===== src/rtl/dvs_defines.svh =====
// Purpose: Constants of the DAC volume and soft-step playback path
// Assumes: APB word registers, byte address equals index times four
// Notes:   Header only, definitions and no logic
`ifndef DVS_DEFINES_SVH
`define DVS_DEFINES_SVH

// Register indices, byte address is index times four
`define DVS_IDX_LVOL   8'h00
`define DVS_IDX_RVOL   8'h01
`define DVS_IDX_MVOL   8'h02
`define DVS_IDX_CTRL   8'h03
`define DVS_IDX_STAT   8'h04
`define DVS_IDX_ISTAT  8'h05
`define DVS_IDX_IMASK  8'h06
`define DVS_IDX_BIAS   8'h6d

// Volume register fields
`define DVS_VOL_MUTE   7
`define DVS_CODE_MUTE  8'h80

// Control register fields
`define DVS_C_SLOW     0
`define DVS_C_NOSOFT   1
`define DVS_C_DEEMPH   2
`define DVS_C_EFFECT   3
`define DVS_C_PWR      4
`define DVS_C_PWRL     5
`define DVS_C_PWRR     6
`define DVS_C_CM_LO    8
`define DVS_CTRL_RST   10'h000

// Bias field and status bits
`define DVS_BIAS_LO    6
`define DVS_BIAS_RST   2'h0
`define DVS_S_DONE     0
`define DVS_S_PDN      1
`define DVS_S_FX       2

// Timing
`define DVS_GRP_DLY    21
`define DVS_MOD_RATIO  128
`define DVS_MOD_DIV    2
`define DVS_GAIN_STEPS 12

`endif


===== src/rtl/dvs_pkg.sv =====
// Purpose: Types of the DAC volume and soft-step playback path
// Assumes: Constants come from dvs_defines.svh
// Notes:   Types only
package dvs_pkg;

  // One stereo sample
  typedef struct packed {
    logic signed [15:0] l;
    logic signed [15:0] r;
  } dvs_smp_t;

  // Power and effects sequencer
  typedef enum logic [1:0] {
    ST_OFF,
    ST_RUN,
    ST_FXMUTE,
    ST_PDMUTE
  } dvs_state_t;

endpackage


===== src/rtl/dvs_top.sv =====
// Purpose: Digital volume, soft-step, sequencing and interpolation hold
// Assumes: CLK 10 MHz, host sample strobe and data arrive asynchronously
// Notes:   Modulator itself is outside; this feeds it held samples
`timescale 1ns/1ps
`include "dvs_defines.svh"

module dvs_top #(
  parameter int MOD_DIV = `DVS_MOD_DIV,
  parameter int GRP_DLY = `DVS_GRP_DLY
) (
  // Clock and reset
  input  wire logic            CLK,
  input  wire logic            RST_B,
  // APB slave
  input  wire logic            PSEL,
  input  wire logic            PENABLE,
  input  wire logic            PWRITE,
  input  wire logic [11:0]     PADDR,
  input  wire logic [31:0]     PWDATA,
  output logic      [31:0]     PRDATA,
  output logic                 PREADY,
  output logic                 PSLVERR,
  // Sample input from host pins
  input  wire logic            SMP_STB,
  input  wire dvs_pkg::dvs_smp_t SMP_IN,
  // Toward modulator and analog
  output dvs_pkg::dvs_smp_t    DAC_OUT,
  output logic                 MOD_STB,
  output logic                 DAC_PWR,
  output logic                 PWR_L,
  output logic                 PWR_R,
  output logic                 FX_DEEMPH,
  output logic                 FX_EFFECT,
  output logic [1:0]           BIAS_SEL,
  output logic [1:0]           CM_SEL,
  // Interrupt
  output logic                 IRQ
);

  // Attenuation mantissas for 0 .. 5.5 dB, each further 6 dB is a shift
  localparam logic [15:0] MANT [12] = '{16'hffff, 16'hf1ae, 16'he429,
    16'hd766, 16'hcb59, 16'hbff9, 16'hb53c, 16'hab19, 16'ha186,
    16'h987d, 16'h8ff5, 16'h87e8};

  logic [7:0]         lvol_r, rvol_r, lvol_nxt, rvol_nxt;
  logic [9:0]         ctrl_r, ctrl_nxt;
  logic [1:0]         bias_r, bias_nxt;
  logic [2:0]         imask_r, imask_nxt, istat_r, istat_nxt, ev;
  logic               pready_r, pready_nxt, pslverr_r, pslverr_nxt;
  logic [31:0]        prdata_r, prdata_nxt;
  logic               irq_r;
  logic [7:0]         idx;
  logic               hit, acc, wr, rd;
  logic [1:0]         fx_app_r, fx_app_nxt;
  dvs_pkg::dvs_state_t state_r, state_nxt;
  logic [7:0]         app_r [2];
  logic [7:0]         tgt [2];
  logic               all_mute, at_tgt, done_r, done_nxt, pwr_on_r;
  logic               stb_s1, stb_s2, stb_s3, new_smp, half_r, step;
  dvs_pkg::dvs_smp_t  smp_s1, smp_s2;
  dvs_pkg::dvs_smp_t  dly [GRP_DLY+1];
  logic [7:0]         div_r;
  logic               tick;
  logic signed [15:0] gout [2];
  dvs_pkg::dvs_smp_t  dac_r;
  logic               mod_r;

  // Address decode, word aligned index
  always_comb
  begin
    idx = PADDR[9:2];
    hit = (PADDR[11:10] == 2'h0) && (PADDR[1:0] == 2'h0) &&
          (idx <= `DVS_IDX_IMASK || idx == `DVS_IDX_BIAS);
  end

  // One wait state: PREADY rises in the second access cycle
  assign acc = PSEL & PENABLE;
  assign wr  = acc & pready_r & PWRITE & hit;
  assign rd  = acc & pready_r & ~PWRITE & hit;

  // Register file next values
  always_comb
  begin
    lvol_nxt   = lvol_r;
    rvol_nxt   = rvol_r;
    ctrl_nxt   = ctrl_r;
    bias_nxt   = bias_r;
    imask_nxt  = imask_r;
    pready_nxt = acc & ~pready_r;
    prdata_nxt = prdata_r;
    pslverr_nxt = 1'b0;
    if (acc & ~pready_r)
    begin
      pslverr_nxt = ~hit;
      prdata_nxt  = 32'h0;
      if (hit & ~PWRITE)
      begin
        unique case (idx)
          `DVS_IDX_LVOL,
          `DVS_IDX_MVOL:  prdata_nxt[7:0] = lvol_r;
          `DVS_IDX_RVOL:  prdata_nxt[7:0] = rvol_r;
          `DVS_IDX_CTRL:  prdata_nxt[9:0] = ctrl_r;
          `DVS_IDX_STAT:  prdata_nxt[2:0] = {fx_app_r != 2'h0,
                                              state_r == dvs_pkg::ST_OFF,
                                              done_r};
          `DVS_IDX_ISTAT: prdata_nxt[2:0] = istat_r;
          `DVS_IDX_IMASK: prdata_nxt[2:0] = imask_r;
          `DVS_IDX_BIAS:  prdata_nxt[7:6] = bias_r;
          default:        prdata_nxt = 32'h0;
        endcase
      end
    end
    if (wr)
    begin
      unique case (idx)
        `DVS_IDX_LVOL:  lvol_nxt = PWDATA[7:0];
        `DVS_IDX_RVOL:  rvol_nxt = PWDATA[7:0];
        `DVS_IDX_MVOL:
        begin
          lvol_nxt = PWDATA[7:0];
          rvol_nxt = PWDATA[7:0];
        end
        `DVS_IDX_CTRL:  ctrl_nxt = PWDATA[9:0];
        `DVS_IDX_IMASK: imask_nxt = PWDATA[2:0];
        `DVS_IDX_BIAS:  bias_nxt = PWDATA[7:6];
        default:        ;
      endcase
    end
  end

  // Sticky events; a new event wins over the read clear
  // Only the reported bits clear, so an event after the capture survives
  always_comb
  begin
    istat_nxt = istat_r;
    if (rd && idx == `DVS_IDX_ISTAT)
      istat_nxt = istat_r & ~prdata_r[2:0];
    istat_nxt = istat_nxt | ev;
  end

  // Bus and register flops
  always_ff @(posedge CLK or negedge RST_B)
  begin
    if (!RST_B)
    begin
      lvol_r    <= 8'h00;
      rvol_r    <= 8'h00;
      ctrl_r    <= `DVS_CTRL_RST;
      bias_r    <= `DVS_BIAS_RST;   // Lowest bias current
      imask_r   <= 3'h0;
      istat_r   <= 3'h0;
      pready_r  <= 1'b0;
      pslverr_r <= 1'b0;
      prdata_r  <= 32'h0;
      irq_r     <= 1'b0;
    end
    else
    begin
      lvol_r    <= lvol_nxt;
      rvol_r    <= rvol_nxt;
      ctrl_r    <= ctrl_nxt;
      bias_r    <= bias_nxt;
      imask_r   <= imask_nxt;
      istat_r   <= istat_nxt;
      pready_r  <= pready_nxt;
      pslverr_r <= pslverr_nxt;
      prdata_r  <= prdata_nxt;
      irq_r     <= |(istat_nxt & imask_nxt);
    end
  end

  // Pin synchronisers, edge detect compares the second and third stages
  always_ff @(posedge CLK or negedge RST_B)
  begin
    if (!RST_B)
    begin
      stb_s1 <= 1'b0;
      stb_s2 <= 1'b0;
      stb_s3 <= 1'b0;
      smp_s1 <= '0;
      smp_s2 <= '0;
    end
    else
    begin
      stb_s1 <= SMP_STB;
      stb_s2 <= stb_s1;
      stb_s3 <= stb_s2;
      smp_s1 <= SMP_IN;
      smp_s2 <= smp_s1;
    end
  end
  assign new_smp = stb_s2 & ~stb_s3;
  assign step    = new_smp & (~ctrl_r[`DVS_C_SLOW] | half_r);

  // Delay line, last entry is GRP_DLY samples old
  // One entry more than the delay, as entry 0 holds the newest sample
  always_ff @(posedge CLK or negedge RST_B)
  begin
    if (!RST_B)
      for (int i = 0; i <= GRP_DLY; i++)
        dly[i] <= '0;
    else if (new_smp)
    begin
      dly[0] <= smp_s2;
      for (int i = 1; i <= GRP_DLY; i++)
        dly[i] <= dly[i-1];
    end
  end

  // Sequencer: mute around power and effects changes
  always_comb
  begin
    state_nxt  = state_r;
    fx_app_nxt = fx_app_r;
    ev         = 3'h0;
    unique case (state_r)
      dvs_pkg::ST_OFF:
        if (ctrl_r[`DVS_C_PWR])
        begin
          state_nxt  = dvs_pkg::ST_RUN;            // Starts muted
          fx_app_nxt = ctrl_r[`DVS_C_EFFECT:`DVS_C_DEEMPH];
        end
      dvs_pkg::ST_RUN:
        if (!ctrl_r[`DVS_C_PWR])
          state_nxt = dvs_pkg::ST_PDMUTE;
        else if (ctrl_r[`DVS_C_EFFECT:`DVS_C_DEEMPH] != fx_app_r)
          state_nxt = dvs_pkg::ST_FXMUTE;
      dvs_pkg::ST_FXMUTE:
        if (all_mute)
        begin
          fx_app_nxt = ctrl_r[`DVS_C_EFFECT:`DVS_C_DEEMPH];
          state_nxt  = dvs_pkg::ST_RUN;
          ev[`DVS_S_FX] = 1'b1;
        end
      dvs_pkg::ST_PDMUTE:
        if (all_mute)
        begin
          state_nxt = dvs_pkg::ST_OFF;             // Flag after mute
          ev[`DVS_S_PDN] = 1'b1;
        end
    endcase
    done_nxt = (state_r == dvs_pkg::ST_RUN) && at_tgt;
    ev[`DVS_S_DONE] = done_nxt & ~done_r;
  end

  // Sequencer flops
  always_ff @(posedge CLK or negedge RST_B)
  begin
    if (!RST_B)
    begin
      state_r  <= dvs_pkg::ST_OFF;
      fx_app_r <= 2'h0;
      done_r   <= 1'b0;
      half_r   <= 1'b0;
      pwr_on_r <= 1'b0;
    end
    else
    begin
      state_r  <= state_nxt;
      fx_app_r <= fx_app_nxt;
      done_r   <= done_nxt;
      half_r   <= new_smp ? ~half_r : half_r;
      pwr_on_r <= state_nxt != dvs_pkg::ST_OFF;
    end
  end

  assign all_mute = app_r[0] == `DVS_CODE_MUTE && app_r[1] == `DVS_CODE_MUTE;
  assign at_tgt   = app_r[0] == tgt[0] && app_r[1] == tgt[1];

  // Modulator-rate enable, the hold upsamples each sample
  always_ff @(posedge CLK or negedge RST_B)
  begin
    if (!RST_B)
      div_r <= 8'h00;
    else
      div_r <= tick ? 8'h00 : div_r + 8'h01;
  end
  assign tick = div_r == 8'(MOD_DIV - 1);

  // Per channel target, soft-step and gain
  for (genvar c = 0; c < 2; c++)
  begin : g_ch
    logic [7:0]         vol, app_nxt;
    logic [15:0]        mant;
    logic [3:0]         sh;
    logic signed [32:0] prod;
    logic signed [15:0] din;

    always_comb
    begin
      vol = (c == 0) ? lvol_r : rvol_r;
      if (state_r != dvs_pkg::ST_RUN || vol[`DVS_VOL_MUTE])
        tgt[c] = `DVS_CODE_MUTE;
      else
        tgt[c] = {1'b0, vol[6:0]};
      app_nxt = app_r[c];
      if (ctrl_r[`DVS_C_NOSOFT])
        app_nxt = tgt[c];
      else if (step && app_r[c] < tgt[c])
        app_nxt = app_r[c] + 8'h01;
      else if (step && app_r[c] > tgt[c])
        app_nxt = app_r[c] - 8'h01;
    end

    always_ff @(posedge CLK or negedge RST_B)
    begin
      if (!RST_B)
        app_r[c] <= `DVS_CODE_MUTE;
      else
        app_r[c] <= app_nxt;
    end

    // Gain is mantissa of code mod 12 shifted by code div 12
    always_comb
    begin
      din  = (c == 0) ? dly[GRP_DLY].l : dly[GRP_DLY].r;
      mant = MANT[4'(app_r[c][6:0] % 7'd12)];
      sh   = 4'(app_r[c][6:0] / 7'd12);
      prod = (din * $signed({1'b0, mant})) >>> (5'd16 + {1'b0, sh});
      gout[c] = app_r[c][7] ? 16'sh0000 : prod[15:0];
    end
  end

  // Output samples at modulator rate
  always_ff @(posedge CLK or negedge RST_B)
  begin
    if (!RST_B)
    begin
      dac_r <= '0;
      mod_r <= 1'b0;
    end
    else
    begin
      mod_r <= tick;
      if (tick)
      begin
        dac_r.l <= ctrl_r[`DVS_C_PWRL] ? gout[0] : 16'sh0000;
        dac_r.r <= ctrl_r[`DVS_C_PWRR] ? gout[1] : 16'sh0000;
      end
    end
  end

  assign PRDATA    = prdata_r;
  assign PREADY    = pready_r;
  assign PSLVERR   = pslverr_r;
  assign DAC_OUT   = dac_r;
  assign MOD_STB   = mod_r;
  assign DAC_PWR   = pwr_on_r;
  assign PWR_L     = ctrl_r[`DVS_C_PWRL];
  assign PWR_R     = ctrl_r[`DVS_C_PWRR];
  assign FX_DEEMPH = fx_app_r[0];
  assign FX_EFFECT = fx_app_r[1];
  assign BIAS_SEL  = bias_r;
  assign CM_SEL    = ctrl_r[`DVS_C_CM_LO+1:`DVS_C_CM_LO];
  assign IRQ       = irq_r;
endmodule // dvs_top


===== config.mk =====
export PLATFORM = sky130hd
export DESIGN_NAME = dvs_top
export DESIGN_NICKNAME = d
export VERILOG_FILES = /design/src/rtl/dvs_pkg.sv /design/src/rtl/dvs_top.sv
export VERILOG_INCLUDE_DIRS = /design/src /design/src/rtl
export SDC_FILE = /design/constraint.sdc
export NUM_CORES = 2
export LEC_CHECK = 0
export ABC_AREA = 1
export BUFFER_PORTS_ARGS = -buffer_cell sky130_fd_sc_hd__buf_2
export CORE_MARGIN = 2
export CORE_UTILIZATION = 50
export DETAILED_ROUTE_END_ITERATION = 10
export PLACE_DENSITY_LB_ADDON = 0.12
export SLEW_MARGIN = 20
export SYNTH_ARGS = -nofsm -noshare
export SYNTH_HDL_FRONTEND = slang
export SYNTH_SLANG_ARGS = --single-unit

===== constraint.sdc =====
create_clock -name CLK -period 8.7 [get_ports CLK]
set_input_delay 2.175 -clock CLK [delete_from_list [all_inputs] [get_ports CLK]]
set_output_delay 2.175 -clock CLK [all_outputs]
set_load 0.01 [all_outputs]

==> run metrics <==
run status=completed; DRT iter0 DRCs=a little under 3000; total length of routed wires=roughly 120000 um; layout cells sized above 1=7.22%; register area share after synthesis=41.7%; Final Cycle Share=95.0%; vias in the first global route=38600; clk_skew=30.9 ps; worst reg2reg path endpoint=DAC_OUT[19]$_DFFE_PN0P_; core area=around 110000 um^2; clock-pin slew on the worst setup and hold paths=~60 ps; hold_sp=smp_s1[26]$_DFF_PN0_; CTS Buffer Depth=3; fillers=between 9000 and 10000; # setup viols final=0; Layout area overhead=10.5%; Worst Hold Depth=0; Critical Path Max Stage Delay=570 ps; worst hold path class=register to register; Reg2Reg Depth=37; grt total ovfl=0; Ant. Diodes=0; HPWL after detailed placement=89100 um; Slowest-stage cell, CP=fa_1; TNS Setup=0 ps; die area=108000 um^2; register area=22100 um^2; multi-input logic area=25700 um^2; All-Layer GR Usage=23.1%; Die H=about 330 um; largest net degree at the start of global routing=250; # clock sinks=882; WP buf/inv=7; Port Buffer Count=~110; initial antenna violation count=3; Hold Crit Endpoint=smp_s2[26]$_DFF_PN0_; Post-Synthesis Cell Area=approximately 53000 um^2; Max Cap Viol=0; TritonCTS Buffers=93; slew margin rel.=between 20% and 30%; minimum clock period=8270 ps; # IOs=159; Hold Vio Cnt, Final=0; Ys Warns=0; asr flop ratio synth=between 90% and 100%; WP data required=roughly 9200 ps; Slew @ Worst Pin=1130 ps; H-Tree Depth=3; root buf cell=clkbuf_16; Yosys cell types=56; die width=between 300 and 400 um; drt wl/cell=15.7 um; Final #Nets=about 7000; site row count=119; First-pass DRT Iterations=5; Routed Antenna Nets=0; Max FO, Critical Path=11; commonest register cell after synthesis=dfrtp_1; crit-path most repeated cell=nand2_1; RR Startpoint=app_r[13]$_DFFE_PN0P_; Critical Path Sink Type=register; Final Wtd Congestion=0.955; flop2flop setup slack=430 ps; initial core utilization=around 50%; crit path DAT=8810 ps; clk_lat worst skew=670 ps; # DRC=0; Final Max Slew Viols=0; FF+latch count, synth=between 800 and 900; Vias=38700; RSZ-0062 raised after global routing=false; CTS tree=built; Mean Syn Cell Area=8.64 um^2; Vias/cell=between 5 and 6; CP Class=register to register; CP delay by family, top=adder cells; crit path launch type=register; first-pass GRT wire length=201000 um; synthesized instance count=between 6000 and 7000; Post-synth EDFFs=0; Max Freq=121 MHz
-- cell usage in the layout (no fill, tap or decap), drive strengths merged, types with 3 or more instances in the layout --
cell type     n
conb         22
a21boi        4
a31oi        29
o21bai        3
mux2         17
nor3         35
o21a          4
a21oi       446
buf         243
nand3       245
and3          3
nor4         12
a211oi        3
clkbuf      136
a221oi        3
o22ai         9
fa          390
o311ai        3
xor2         16
inv        1096
xnor2         4
o21ai       463
nand3b       15
nand2      1114
nor3b         3
o2111ai       4
clkinv       41
o31ai         4
nor2        737
dfrtp       880
bufinv        5
nand4        13
ha          276
o211ai       13
-- worst max path at each step --
stage | start | end | slack, ps | cells after the start
after detailed placement | app_r[13]$_DFFE_PN0P_ | DAC_OUT[19]$_DFFE_PN0P_ | 470 | 37
final | app_r[13]$_DFFE_PN0P_ | DAC_OUT[19]$_DFFE_PN0P_ | 430 | 37
after CTS | app_r[13]$_DFFE_PN0P_ | DAC_OUT[19]$_DFFE_PN0P_ | 410 | 37
after floorplan | app_r[14]$_DFFE_PN0P_ | DAC_OUT[30]$_DFFE_PN0P_ | 1320 | 43
after global routing | app_r[13]$_DFFE_PN0P_ | DAC_OUT[19]$_DFFE_PN0P_ | 7 | 39
after global placement | app_r[13]$_DFFE_PN0P_ | DAC_OUT[19]$_DFFE_PN0P_ | 510 | 37
-- layer usage --
layer	GRT usage [%]	up-vias	routed length, um
li1	-	19200	-
met1	33.0	18600	56000
met2	37.3	794	55600
met3	2.98	177	5980
met4	6.13	0	3080
met5	0	-	0
-- registers in the layout (all words and copies together), names as in the netlist, 16 cells and up --
register,cells
dly,672
DAC_OUT,32
g_ch.din,32
smp_s1,32
smp_s2,32
app_r,16
g_ch.vol,16
-- repair_timing --
item	in CTS	in global routing
setup endpoints to repair	0	23
endpoints found under the hold margin	0	0
hold buffers	0	0
resized for setup	0	6
setup buffers	0	1
-- worst reg2reg max path: cells and delay by family, from the launching register on --
| family | cells | cell delay, ps |
|---|---|---|
| compound gates | 6 | 1560 |
| buf+inv | 7 | 720 |
| flops | 1 | 460 |
| fa+ha+maj | 7 | 3450 |
| simple gates | 17 | 1970 |
-- cells in the mapped netlist (7+ instances only) --
library cell	instances	area share [%]
nor2_1	735	5.2
nand4_1	13	0.15
o21ai_0	457	4.3
ha_1	276	6.5
buf_2	7	0.066
nor3_1	35	0.33
a21oi_1	443	4.2
inv_2	10	0.071
clkinv_1	21	0.15
buf_4	24	0.34
inv_1	1081	7.7
fa_1	390	15
nand3b_1	15	0.21
nand2_1	1099	7.8
o211ai_1	12	0.17
nor4_1	12	0.14
nand2_2	14	0.17
mux2_2	17	0.36
buf_1	17	0.12
a31oi_1	29	0.34
nand3_1	241	2.3
o22ai_1	9	0.11
dfrtp_1	880	42
xor2_1	16	0.26
clkbuf_1	197	1.4
-- area by class of cell --
| class | count | share of cell area [%] |
|---|---|---|
| Timing Repair Buffer | 243 | 2.79 |
| Clock buffer | 136 | 4.62 |
| Multi-Input combinational cell | 3903 | 44.0 |
| Inverter | 1112 | 7.14 |
| Tap cell | 1391 | 2.98 |
| Clock inverter | 30 | 0.674 |
| Sequential cell | 882 | 37.8 |
-- cell families after synthesis --
family / synth area share, %
adders and majority gates: 21.3
xor gates and xnor gates: 0.331
and+or+nand+nor: 16.6
muxes: 0.362
DFF: 41.7
AOI/OAI and AO/OA: 9.90
other: 0.00709
buffers and inverters: 9.82
-- stage by stage --
step	cell area (um^2)	instances	setup slack, ps	hold WS, ps	util [%]
final	58400	7697	433	339	55.6
after global routing	58400	7697	7.28	350	55.6
after CTS	58400	7696	411	347	55.6
after detailed placement	55300	7530	466	335	52.6
after global placement	55300	7530	515	333	52.6
after floorplan	53000	6142	1320	331	-
Power is left out: the tool's default activity adds up to more than one toggle a clock period on the data nets, which glitch-free logic cannot reach.
